File: src/rtl/readout_defs.vh
// Purpose: constants for the measurement read-out protection block
// Assumes: APB register access, 32-bit data, one clock at 250 MHz
// Notes: all offsets are byte addresses of aligned words
`ifndef READOUT_DEFS_VH
`define READOUT_DEFS_VH

// register byte offsets
`define OFS_CTRL        8'h00
`define OFS_FIRST_STAT  8'h04
`define OFS_IRQ_CAUSE   8'h08
`define OFS_IRQ_MASK    8'h0C
`define OFS_IR_DATA     8'h10
`define OFS_TEMP_DATA   8'h14
`define OFS_CLOSE_STAT  8'h18

// control fields
`define CTRL_CONT       0
`define CTRL_SHOT       1
`define CTRL_IRQ_EN     2

// irq cause and mask fields, reset values
`define IRQ_FRESH_RESULT_FLAG        0
`define IRQ_OVR         1
`define IRQ_W           2
`define IRQ_MASK_RST    2'h3
`define CTRL_RST        3'h0

// result words
`define WORD_W          16
`define WORD_DEPTH      2

// timing
`define MEAS_PERIOD_MS  100
`define CLK_FREQ_MHZ    250
`define MEAS_PERIOD_CYC (`MEAS_PERIOD_MS * 1000 * `CLK_FREQ_MHZ)

`endif

File: src/rtl/readout_protect.v
// Purpose: hands finished results to read-out words with read protection
// Assumes: APB slave with zero wait states, results arrive as one-cycle pulses
// Notes: the freeze opens on an irq cause read and closes on a closing status read
`timescale 1ns/10ps
`include "readout_defs.vh"

module readout_protect #(
	parameter [31:0] PERIOD_CYCLES = `MEAS_PERIOD_CYC
) (
	// clock and reset
	input  wire                 CLK,
	input  wire                 RST_N,
	// apb slave
	input  wire                 PSEL,
	input  wire                 PENABLE,
	input  wire                 PWRITE,
	input  wire [7:0]           PADDR,
	input  wire [31:0]          PWDATA,
	output wire [31:0]          PRDATA,
	output wire                 PREADY,
	output wire                 PSLVERR,
	// measurement engine
	output wire                 MEAS_START,
	input  wire                 MEAS_DONE,
	input  wire [`WORD_W-1:0]   MEAS_IR,
	input  wire [`WORD_W-1:0]   MEAS_TEMP,
	// interrupts
	output wire                 IRQ,
	output wire                 IRQ_OUT_LOW_O,
	output wire                 IRQ_OUT_LOW_OE
);

	// register hit test, used by every access decode
	function hit;
		input [7:0] addr;
		input [7:0] ofs;
		begin
			hit = (addr == ofs);
		end
	endfunction

	// control and interrupt registers
	reg  [2:0]          ctrl_r;
	reg  [2:0]          ctrl_nxt;
	reg  [`IRQ_W-1:0]   cause_r;
	reg  [`IRQ_W-1:0]   cause_nxt;
	reg  [`IRQ_W-1:0]   mask_r;
	reg  [`IRQ_W-1:0]   mask_nxt;
	reg                 shot_r;
	reg                 shot_nxt;

	// protection state
	reg                 fresh_r;
	reg                 fresh_nxt;
	reg                 overrun_r;
	reg                 overrun_nxt;
	reg                 freeze_r;
	reg                 freeze_nxt;
	reg                 pend_r;
	reg                 pend_nxt;
	reg  [`WORD_W-1:0]  buf_ir_r;
	reg  [`WORD_W-1:0]  buf_temp_r;

	// store load path
	reg                 load;
	reg  [`WORD_W-1:0]  load_ir;
	reg  [`WORD_W-1:0]  load_temp;
	wire [`WORD_W-1:0]  store_rd;

	// read data path
	reg  [31:0]         prdata_r;
	reg  [31:0]         prdata_nxt;
	reg                 sel_store_r;

	// bus decode
	wire setup   = PSEL & ~PENABLE;
	wire access  = PSEL & PENABLE;
	wire wr_acc  = access & PWRITE;
	wire rd_acc  = access & ~PWRITE;
	wire mapped  = hit(PADDR, `OFS_CTRL) | hit(PADDR, `OFS_FIRST_STAT) |
	               hit(PADDR, `OFS_IRQ_CAUSE) | hit(PADDR, `OFS_IRQ_MASK) |
	               hit(PADDR, `OFS_IR_DATA) | hit(PADDR, `OFS_TEMP_DATA) |
	               hit(PADDR, `OFS_CLOSE_STAT);
	wire rd_cause = rd_acc & hit(PADDR, `OFS_IRQ_CAUSE);
	wire rd_close = rd_acc & hit(PADDR, `OFS_CLOSE_STAT);
	wire is_data  = hit(PADDR, `OFS_IR_DATA) | hit(PADDR, `OFS_TEMP_DATA);

	// zero wait states keep the master's handshake trivial
	assign PREADY  = 1'b1;
	assign PSLVERR = access & ~mapped;
	assign PRDATA  = sel_store_r ? {16'h0000, store_rd} : prdata_r;

	// read-out words sit in their own store
	result_store u_store (
		.clk     (CLK),
		.rst_n   (RST_N),
		.we      (load),
		.wd_ir   (load_ir),
		.wd_temp (load_temp),
		.rd_idx  (hit(PADDR, `OFS_TEMP_DATA)),
		.rd_data (store_rd)
	);

	// start pacing
	meas_timer #(
		.PERIOD_CYCLES (PERIOD_CYCLES)
	) u_timer (
		.clk         (CLK),
		.rst_n       (RST_N),
		.cont_en     (ctrl_r[`CTRL_CONT]),
		.shot        (shot_r),
		.start_pulse (MEAS_START)
	);

	// protection state: reads first, then completions, so a result
	// arriving in the clearing cycle never gets lost
	always @* begin
		freeze_nxt  = freeze_r;
		fresh_nxt   = fresh_r;
		overrun_nxt = overrun_r;
		pend_nxt    = pend_r;
		load        = 1'b0;
		load_ir     = buf_ir_r;
		load_temp   = buf_temp_r;
		// closing read ends the freeze and clears the flags
		if (rd_close) begin
			freeze_nxt  = 1'b0;
			fresh_nxt   = 1'b0;
			overrun_nxt = 1'b0;
			if (pend_r) begin
				load      = 1'b1;
				fresh_nxt = 1'b1;
				pend_nxt  = 1'b0;
			end
		end
		// opening read copies the latest result and freezes
		if (rd_cause && !freeze_r) begin
			freeze_nxt = 1'b1;
			if (pend_r) begin
				load     = 1'b1;
				pend_nxt = 1'b0;
			end
		end
		// a completion goes to the buffer; the store only follows when open
		if (MEAS_DONE) begin
			if (freeze_nxt) begin
				if (pend_nxt)
					overrun_nxt = 1'b1;
				pend_nxt = 1'b1;
			end else begin
				if (fresh_nxt)
					overrun_nxt = 1'b1;
				fresh_nxt = 1'b1;
				load      = 1'b1;
				load_ir   = MEAS_IR;
				load_temp = MEAS_TEMP;
			end
		end
	end

	// buffer always holds the newest result; store holds the old one meanwhile
	always @(posedge CLK) begin
		if (!RST_N) begin
			buf_ir_r   <= {`WORD_W{1'b0}};
			buf_temp_r <= {`WORD_W{1'b0}};
		end else if (MEAS_DONE) begin
			buf_ir_r   <= MEAS_IR;
			buf_temp_r <= MEAS_TEMP;
		end
	end

	// control, cause and mask updates
	always @* begin
		ctrl_nxt  = ctrl_r;
		mask_nxt  = mask_r;
		shot_nxt  = 1'b0;
		cause_nxt = cause_r;
		if (wr_acc && hit(PADDR, `OFS_CTRL)) begin
			ctrl_nxt = {PWDATA[`CTRL_IRQ_EN], 1'b0, PWDATA[`CTRL_CONT]};
			shot_nxt = PWDATA[`CTRL_SHOT];
		end
		if (wr_acc && hit(PADDR, `OFS_IRQ_MASK))
			mask_nxt = PWDATA[`IRQ_W-1:0];
		// reading the cause releases the pin; a write of one clears a bit
		if (rd_cause)
			cause_nxt = {`IRQ_W{1'b0}};
		else if (wr_acc && hit(PADDR, `OFS_IRQ_CAUSE))
			cause_nxt = cause_r & ~PWDATA[`IRQ_W-1:0];
		// new events win over the clear in the same cycle
		if (fresh_nxt && !fresh_r && ctrl_r[`CTRL_IRQ_EN])
			cause_nxt[`IRQ_FRESH_RESULT_FLAG] = 1'b1;
		if (overrun_nxt && !overrun_r)
			cause_nxt[`IRQ_OVR] = 1'b1;
	end

	// read data snapshot taken in the setup cycle
	always @* begin
		prdata_nxt = 32'h00000000;
		if (hit(PADDR, `OFS_CTRL))
			prdata_nxt[2:0] = ctrl_r;
		else if (hit(PADDR, `OFS_FIRST_STAT))
			prdata_nxt[2:0] = {pend_r, freeze_r, fresh_r};
		else if (hit(PADDR, `OFS_IRQ_CAUSE))
			prdata_nxt[`IRQ_W-1:0] = cause_r;
		else if (hit(PADDR, `OFS_IRQ_MASK))
			prdata_nxt[`IRQ_W-1:0] = mask_r;
		else if (hit(PADDR, `OFS_CLOSE_STAT))
			prdata_nxt[0] = overrun_r;
	end

	// state registers
	always @(posedge CLK) begin
		if (!RST_N) begin
			ctrl_r      <= `CTRL_RST;
			mask_r      <= `IRQ_MASK_RST;
			cause_r     <= {`IRQ_W{1'b0}};
			shot_r      <= 1'b0;
			fresh_r     <= 1'b0;
			overrun_r   <= 1'b0;
			freeze_r    <= 1'b0;
			pend_r      <= 1'b0;
			prdata_r    <= 32'h00000000;
			sel_store_r <= 1'b0;
		end else begin
			ctrl_r    <= ctrl_nxt;
			mask_r    <= mask_nxt;
			cause_r   <= cause_nxt;
			shot_r    <= shot_nxt;
			fresh_r   <= fresh_nxt;
			overrun_r <= overrun_nxt;
			freeze_r  <= freeze_nxt;
			pend_r    <= pend_nxt;
			if (setup) begin
				prdata_r    <= PWRITE ? 32'h00000000 : prdata_nxt;
				sel_store_r <= ~PWRITE & is_data;
			end
		end
	end

	// open-drain pin: pulled low while an unmasked cause is set
	assign IRQ            = |(cause_r & mask_r);
	assign IRQ_OUT_LOW_O  = 1'b0;
	assign IRQ_OUT_LOW_OE = IRQ;

endmodule

File: src/rtl/result_store.v
// Purpose: read-out word store, loaded as a whole, read one word at a time
// Assumes: synchronous active-low reset
// Notes: read data come from a register, one cycle after the index
`timescale 1ns/10ps
`include "readout_defs.vh"

module result_store (
	// clock and reset
	input  wire                 clk,
	input  wire                 rst_n,
	// parallel load
	input  wire                 we,
	input  wire [`WORD_W-1:0]   wd_ir,
	input  wire [`WORD_W-1:0]   wd_temp,
	// read port
	input  wire                 rd_idx,
	output reg  [`WORD_W-1:0]   rd_data
);

	reg  [`WORD_W-1:0] mem [0:`WORD_DEPTH-1];
	wire [`WORD_W-1:0] wd  [0:`WORD_DEPTH-1];

	assign wd[0] = wd_ir;
	assign wd[1] = wd_temp;

	// every word loads together so ir and temperature always pair up
	genvar i;
	generate
		for (i = 0; i < `WORD_DEPTH; i = i + 1) begin : g_word
			always @(posedge clk) begin
				if (!rst_n)
					mem[i] <= {`WORD_W{1'b0}};
				else if (we)
					mem[i] <= wd[i];
			end
		end
	endgenerate

	// registered read
	always @(posedge clk) begin
		if (!rst_n)
			rd_data <= {`WORD_W{1'b0}};
		else
			rd_data <= mem[rd_idx];
	end

endmodule

File: src/rtl/meas_timer.v
// Purpose: measurement start pacing for continuous and single-shot use
// Assumes: one start pulse is one measurement request
// Notes: first continuous start comes right after enabling
`timescale 1ns/10ps
`include "readout_defs.vh"

module meas_timer #(
	parameter [31:0] PERIOD_CYCLES = `MEAS_PERIOD_CYC
) (
	// clock and reset
	input  wire clk,
	input  wire rst_n,
	// mode
	input  wire cont_en,
	input  wire shot,
	// request
	output reg  start_pulse
);

	reg [31:0] count_r;
	reg        run_r;

	// period counter restarts whenever continuous mode is entered
	always @(posedge clk) begin
		if (!rst_n) begin
			count_r     <= 32'h00000000;
			run_r       <= 1'b0;
			start_pulse <= 1'b0;
		end else begin
			run_r <= cont_en;
			if (cont_en && (!run_r || count_r == PERIOD_CYCLES - 32'h00000001)) begin
				count_r     <= 32'h00000000;
				start_pulse <= 1'b1;
			end else begin
				count_r     <= cont_en ? count_r + 32'h00000001 : 32'h00000000;
				start_pulse <= shot;
			end
		end
	end

endmodule

File: config.mk
export PLATFORM = sky130hd
export DESIGN_NAME = readout_protect
export DESIGN_NICKNAME = d
export VERILOG_FILES = /design/src/rtl/readout_protect.v /design/src/rtl/result_store.v /design/src/rtl/meas_timer.v
export VERILOG_INCLUDE_DIRS = /design/src /design/src/rtl
export SDC_FILE = /design/constraint.sdc
export NUM_CORES = 1
export LEC_CHECK = 0
export BUFFER_PORTS_ARGS = -buffer_cell sky130_fd_sc_hd__clkbuf_2
export CORE_AREA = 2 2 128 130
export DETAILED_ROUTE_END_ITERATION = 10
export DIE_AREA = 0 0 130 132
export GPL_TIMING_DRIVEN = 0
export PLACE_DENSITY = 0.68
export SETUP_SLACK_MARGIN = 0.02
export SYNTH_ARGS = -nofsm -noshare
export SYNTH_HDL_FRONTEND = slang
export SYNTH_SLANG_ARGS = --single-unit
File: constraint.sdc
create_clock -name CLK -period 4 [get_ports CLK]
set_input_delay 1.2 -clock CLK [delete_from_list [all_inputs] [get_ports CLK]]
set_output_delay 1.2 -clock CLK [all_outputs]
set_load 0.01 [all_outputs]
After elaboration in Yosys (flattened, before gate mapping)
Memories as Yosys holds them, arrays and structs flattened. A register that Yosys moved wholly into a read port is not among the register bits.
Index checks and enable logic that the tools add are counted.

storage, ports and cells
  register bits after elaboration = 110
  word-level logic and storage cells = 115
  output and inout port bits = 38
  memory bits (writable) = 32
  memories = 1

memory list
  name         words  bits a word  rd ports  clocked after memory_dff  wr ports  RTL line           text
  u_store.mem  2      16           1         1                         2         result_store.v:20  reg [`WORD_W-1:0] mem [0:`WORD_DEPTH-1];

operators by class
  $add $sub $neg = 1
  multiplexer cells = 45
  reductions and logical operators = 20
  bitwise logic cells = 25
  equality and inequality tests = 7

operators by type and width
  cell                                                   count
  two-way mux 16 bit                                     6
  adder 32 x 1 -> 32 bit, second input constant          1
  equality test 32 x 25 -> 1 bit, second input constant  1
  two-way mux 1 bit                                      32
  two-way mux 32 bit                                     1
  equality test 8 x 5 -> 1 bit, second input constant    3
  equality test 8 x 4 -> 1 bit, second input constant    2
  bitwise OR 1 bit                                       9
  bitwise AND 1 bit                                      8
  equality test 8 x 3 -> 1 bit, second input constant    1
  logical AND 1 bit                                      8
  zero test 8 bit                                        1
  two-way mux 2 bit                                      4
  two-way mux 3 bit                                      2
  nonzero test 3 bit                                     2
  zero test 1 bit                                        5
  inverter 1 bit                                         5
  bitwise AND 2 bit                                      2
  OR reduction 3 bit                                     1
  inverter 2 bit                                         1
  AND reduction 2 bit                                    1
  OR reduction 2 bit                                     1
  logical OR 1 bit                                       1

Logic depth before layout (Yosys ltp)
  depth in word-level cells = 12
  gate-level depth with buffers = 8
  mapped depth without buffers = 6

By module
From an unflattened synthesis, not the netlist that was laid out.

second synthesis, totals
  cell total of the unflattened synthesis = 609
  area total of the unflattened synthesis = 6135.9 um^2

modules (own cells, without submodules)
  module           instances  cells an instance  sequential area each (um^2)  area each (um^2)
  readout_protect  1          293                940.9                        2700.1
  result_store     1          123                1281.2                       1813.0
  meas_timer       1          193                680.7                        1622.8

Worst setup path after synthesis
No wires, ideal clock.

  path type = input to register
  from = input port PADDR[0]
  to = memory u_store.mem[0][0] (netlist name) (enable)
  cell stages on the path = 5
  buffers on the path = 1
  path slack = 362 ps
  arrival time = 3241 ps
  cells stage by stage = or4_4 > or4_4 > o211a_1 > buf_6 > a211o_1

RTL lines
  element      RTL line              text
  from (decl)  readout_protect.v:17  input wire [7:0] PADDR,
  to (decl)    result_store.v:20

==> results.cfg <==
[critical_path]
cp.required_ps = 4030
cp-end-kind = register
cp-start-kind = input port
crit_arrival_ps = 3730
path_max_fanout = 32
crit_type = input port to register

[clocking]
cts-resized-gates = 0
clk_pin_slew_ps = 50
cts_setup_buffers = 0
ctsHoldBuffers = 0
cts_made_buffers = 17
clockBufferDepth = 2
h-tree-depth = 4
insertion_delay_ps = 420
cts-root-buf = clkbuf_16
clkSinkCount = 129
cts_tree = done

[power_and_ir_drop]
internal_power_mw = 2.40
power_frac_clock_pct = 48.0
p_switching_mw = 0.710
seqPwrFrac_pct = 45.7
fin_total_pwr_mw = 3.11
power.density_nw_per_um2 = 436
power.leakage_nw = 2.80
pwr-share-comb_pct = 6.4
swShare_pct = 22.9
irDropWorstVdd_uv = 326

[detailed_routing]
wl_per_cell_um = 13.9
drt_iter0_markers = 235
wl_met1_um = 5850
drt_first_pass_iters = 5
via_per_inst = 4.82
drc = 0
dr_wl_met3_um = 697
highest_layer = met4
route.met2.wl_um = 6730
ant_nets = 0
vias = 4672
finalWirelength_um = 13500

[finish]
layout_common_cells = dfxtp_1, nand2_1, nor2_1, clkbuf_2, nand3_1
fin_util_pct = 45.3
final_cell_count_no_fill = 970
layout-drive-gt1-share_pct = 20.3
area_growth_syn_to_layout_pct = 21.0
n_antenna_cell = 0
final_common_cell = dfxtp_1
multi_input_area_sq_um = 2680
fin_nets = 820
fillCellCount = 1541
ff_latch_area_sq_um = 2900

[grt]
grt_max_degree = 33
overflow = 0
grtUsageTotal_pct = 16.8
grt_antenna_before_repair = 0
grt_pass1_vias = 4509
grt_pass1_wl_um = 22300

[synthesis]
synthArstFlopShare_pct = 0
synth_edf_count = 32
ys_types = 52
yosysWarnings = 0
synth_seq_cells = 129
avgSynthCellArea_sq_um = 9.19
synth_ff_type = dfxtp_1
synth-seq-area-share_pct = 49.4
synth_area_sq_um = 5880
syn-instance-count = 640

[die]
boundaryPins = 116
die_y_um = 132
core_area_sq_um = 15700
die_width_um = 130
fp-row-count = 46
die-area_sq_um = 17200
initial_core_util_pct = 37.4

[timing]
post-route-period-util_pct = 92.5
rsz0062_at_grt = no
fmax_mhz = 270
final_hold_viol_count = 0
setup_ws_ps = 300
slew_violations = 0
clock_skew_ps = 8.94
tightest_slew_ps = 1220
slew_headroom_pct = 18.6
setup_violations = 0
period_needed_ps = 3700

[placement]
dp.cells = 938
portBuffers = 66
post-place-ws_ps = -192
gp_congestion = 0.818
dp_hpwl_um = 9720

[job]
maxCapViolations = 0

[hold_path]
hold_class = register to register

[outcome]
run_status = finished clean
[Yosys cell counts, types with 2 or more instances]
library cell	count	area share (%)
and2_1	15	1.6
nor2_1	80	5.1
nor3_1	9	0.77
a211oi_1	2	0.26
mux2i_1	37	6.3
nand4_1	13	1.4
and4_1	2	0.30
inv_1	10	0.64
and4b_1	2	0.34
a21oi_1	28	2.4
o21ai_1	18	1.5
a21boi_0	2	0.26
and3_1	8	0.85
nand4b_1	2	0.30
nand3b_1	2	0.26
clkbuf_1	20	1.3
o21ai_0	7	0.60
xnor2_1	12	1.8
nand3_2	10	1.7
conb_1	2	0.13
buf_4	19	2.4
xor2_1	16	2.4
nand2_1	85	5.4
nor4_1	11	1.2
buf_2	3	0.26
buf_1	9	0.57
or4_4	2	0.38
mux2_2	5	0.96
dfxtp_1	97	33
edfxtp_1	32	16
nand3_1	42	3.6
o41ai_1	3	0.45
o21ai_2	12	1.8
buf_6	5	0.96
[worst max-delay path: stages]
cell,delay (ps)
clkbuf_2,80
or4_4,560
o41ai_1,430
o211a_1,320
buf_6,200
a211o_1,940
[final timing paths]
| kind | slack (ps) | cells past startpoint | endpoint | start |
|---|---|---|---|---|
| hold / removal | 460 | 1 | u_timer.count_r[0] | u_timer.count_r[0] |
| setup reg to reg | 1600 | 5 | u_timer.count_r[29] | u_timer.count_r[3] |
| setup / recovery | 300 | 6 | u_store.mem[1][10] | PADDR[0] |
| hold reg to reg | 460 | 1 | u_timer.count_r[0] | u_timer.count_r[0] |
[per-layer routing]
metal / up-vias / track usage (%)
met1: 2156 / 21.0
met3: 15 / 4.50
met2: 111 / 27.7
met5: - / 0
met4: 0 / 6.03
li1: 2390 / -
[state kept, by name (all words and copies together), names as in the netlist, 3 cells and up]
signal           cells
buf_temp_r          16
u_store.rd_data     16
u_store.mem         32
buf_ir_r            16
prdata_r             3
u_timer.count_r     32
[final cells by class]
cell class,count,share of cell area [%]
tap,216,3.80
sequential,129,40.8
timing repair buffer,66,4.64
buffer,56,4.54
inverter,10,0.528
clock inverter,13,1.95
clock buffer,19,6.09
multi-input combinational,461,37.7
[stage by stage]
step	TNS, ps	hold WS [ps]	cell area, sq um
floorplan	0	406	5940
global placement	-4840	437	6540
detailed placement	-6090	450	6540
CTS	0	459	7110
global route	0	485	7110
finish	0	459	7110
[power groups by stage]
stage | Combinational, mW | Clock [mW] | Sequential (mW)
2_1_floorplan | 0.133 | 0 | 1.44
3_3_place_gp | 0.196 | 0 | 1.44
3_5_place_dp | 0.198 | 0 | 1.44
4_1_cts | 0.199 | 1.52 | 1.42
5_1_grt | 0.222 | 1.57 | 1.42
6_report | 0.198 | 1.49 | 1.42
[cells by family (layout without fill, tap and decap cells)]
group / count (synthesis) / in the layout / share of synthesized area (%)
fa+ha+maj: 1 / 1 / 0.213
other cells: 2 / 18 / 0.128
simple gates: 290 / 290 / 24.1
flops: 129 / 129 / 49.4
buf+inv: 66 / 164 / 6.13
mux: 42 / 42 / 7.25
compound gates: 82 / 82 / 8.64
xor+xnor: 28 / 28 / 4.17
No activity file was read; power rests on OpenSTA's default activity.
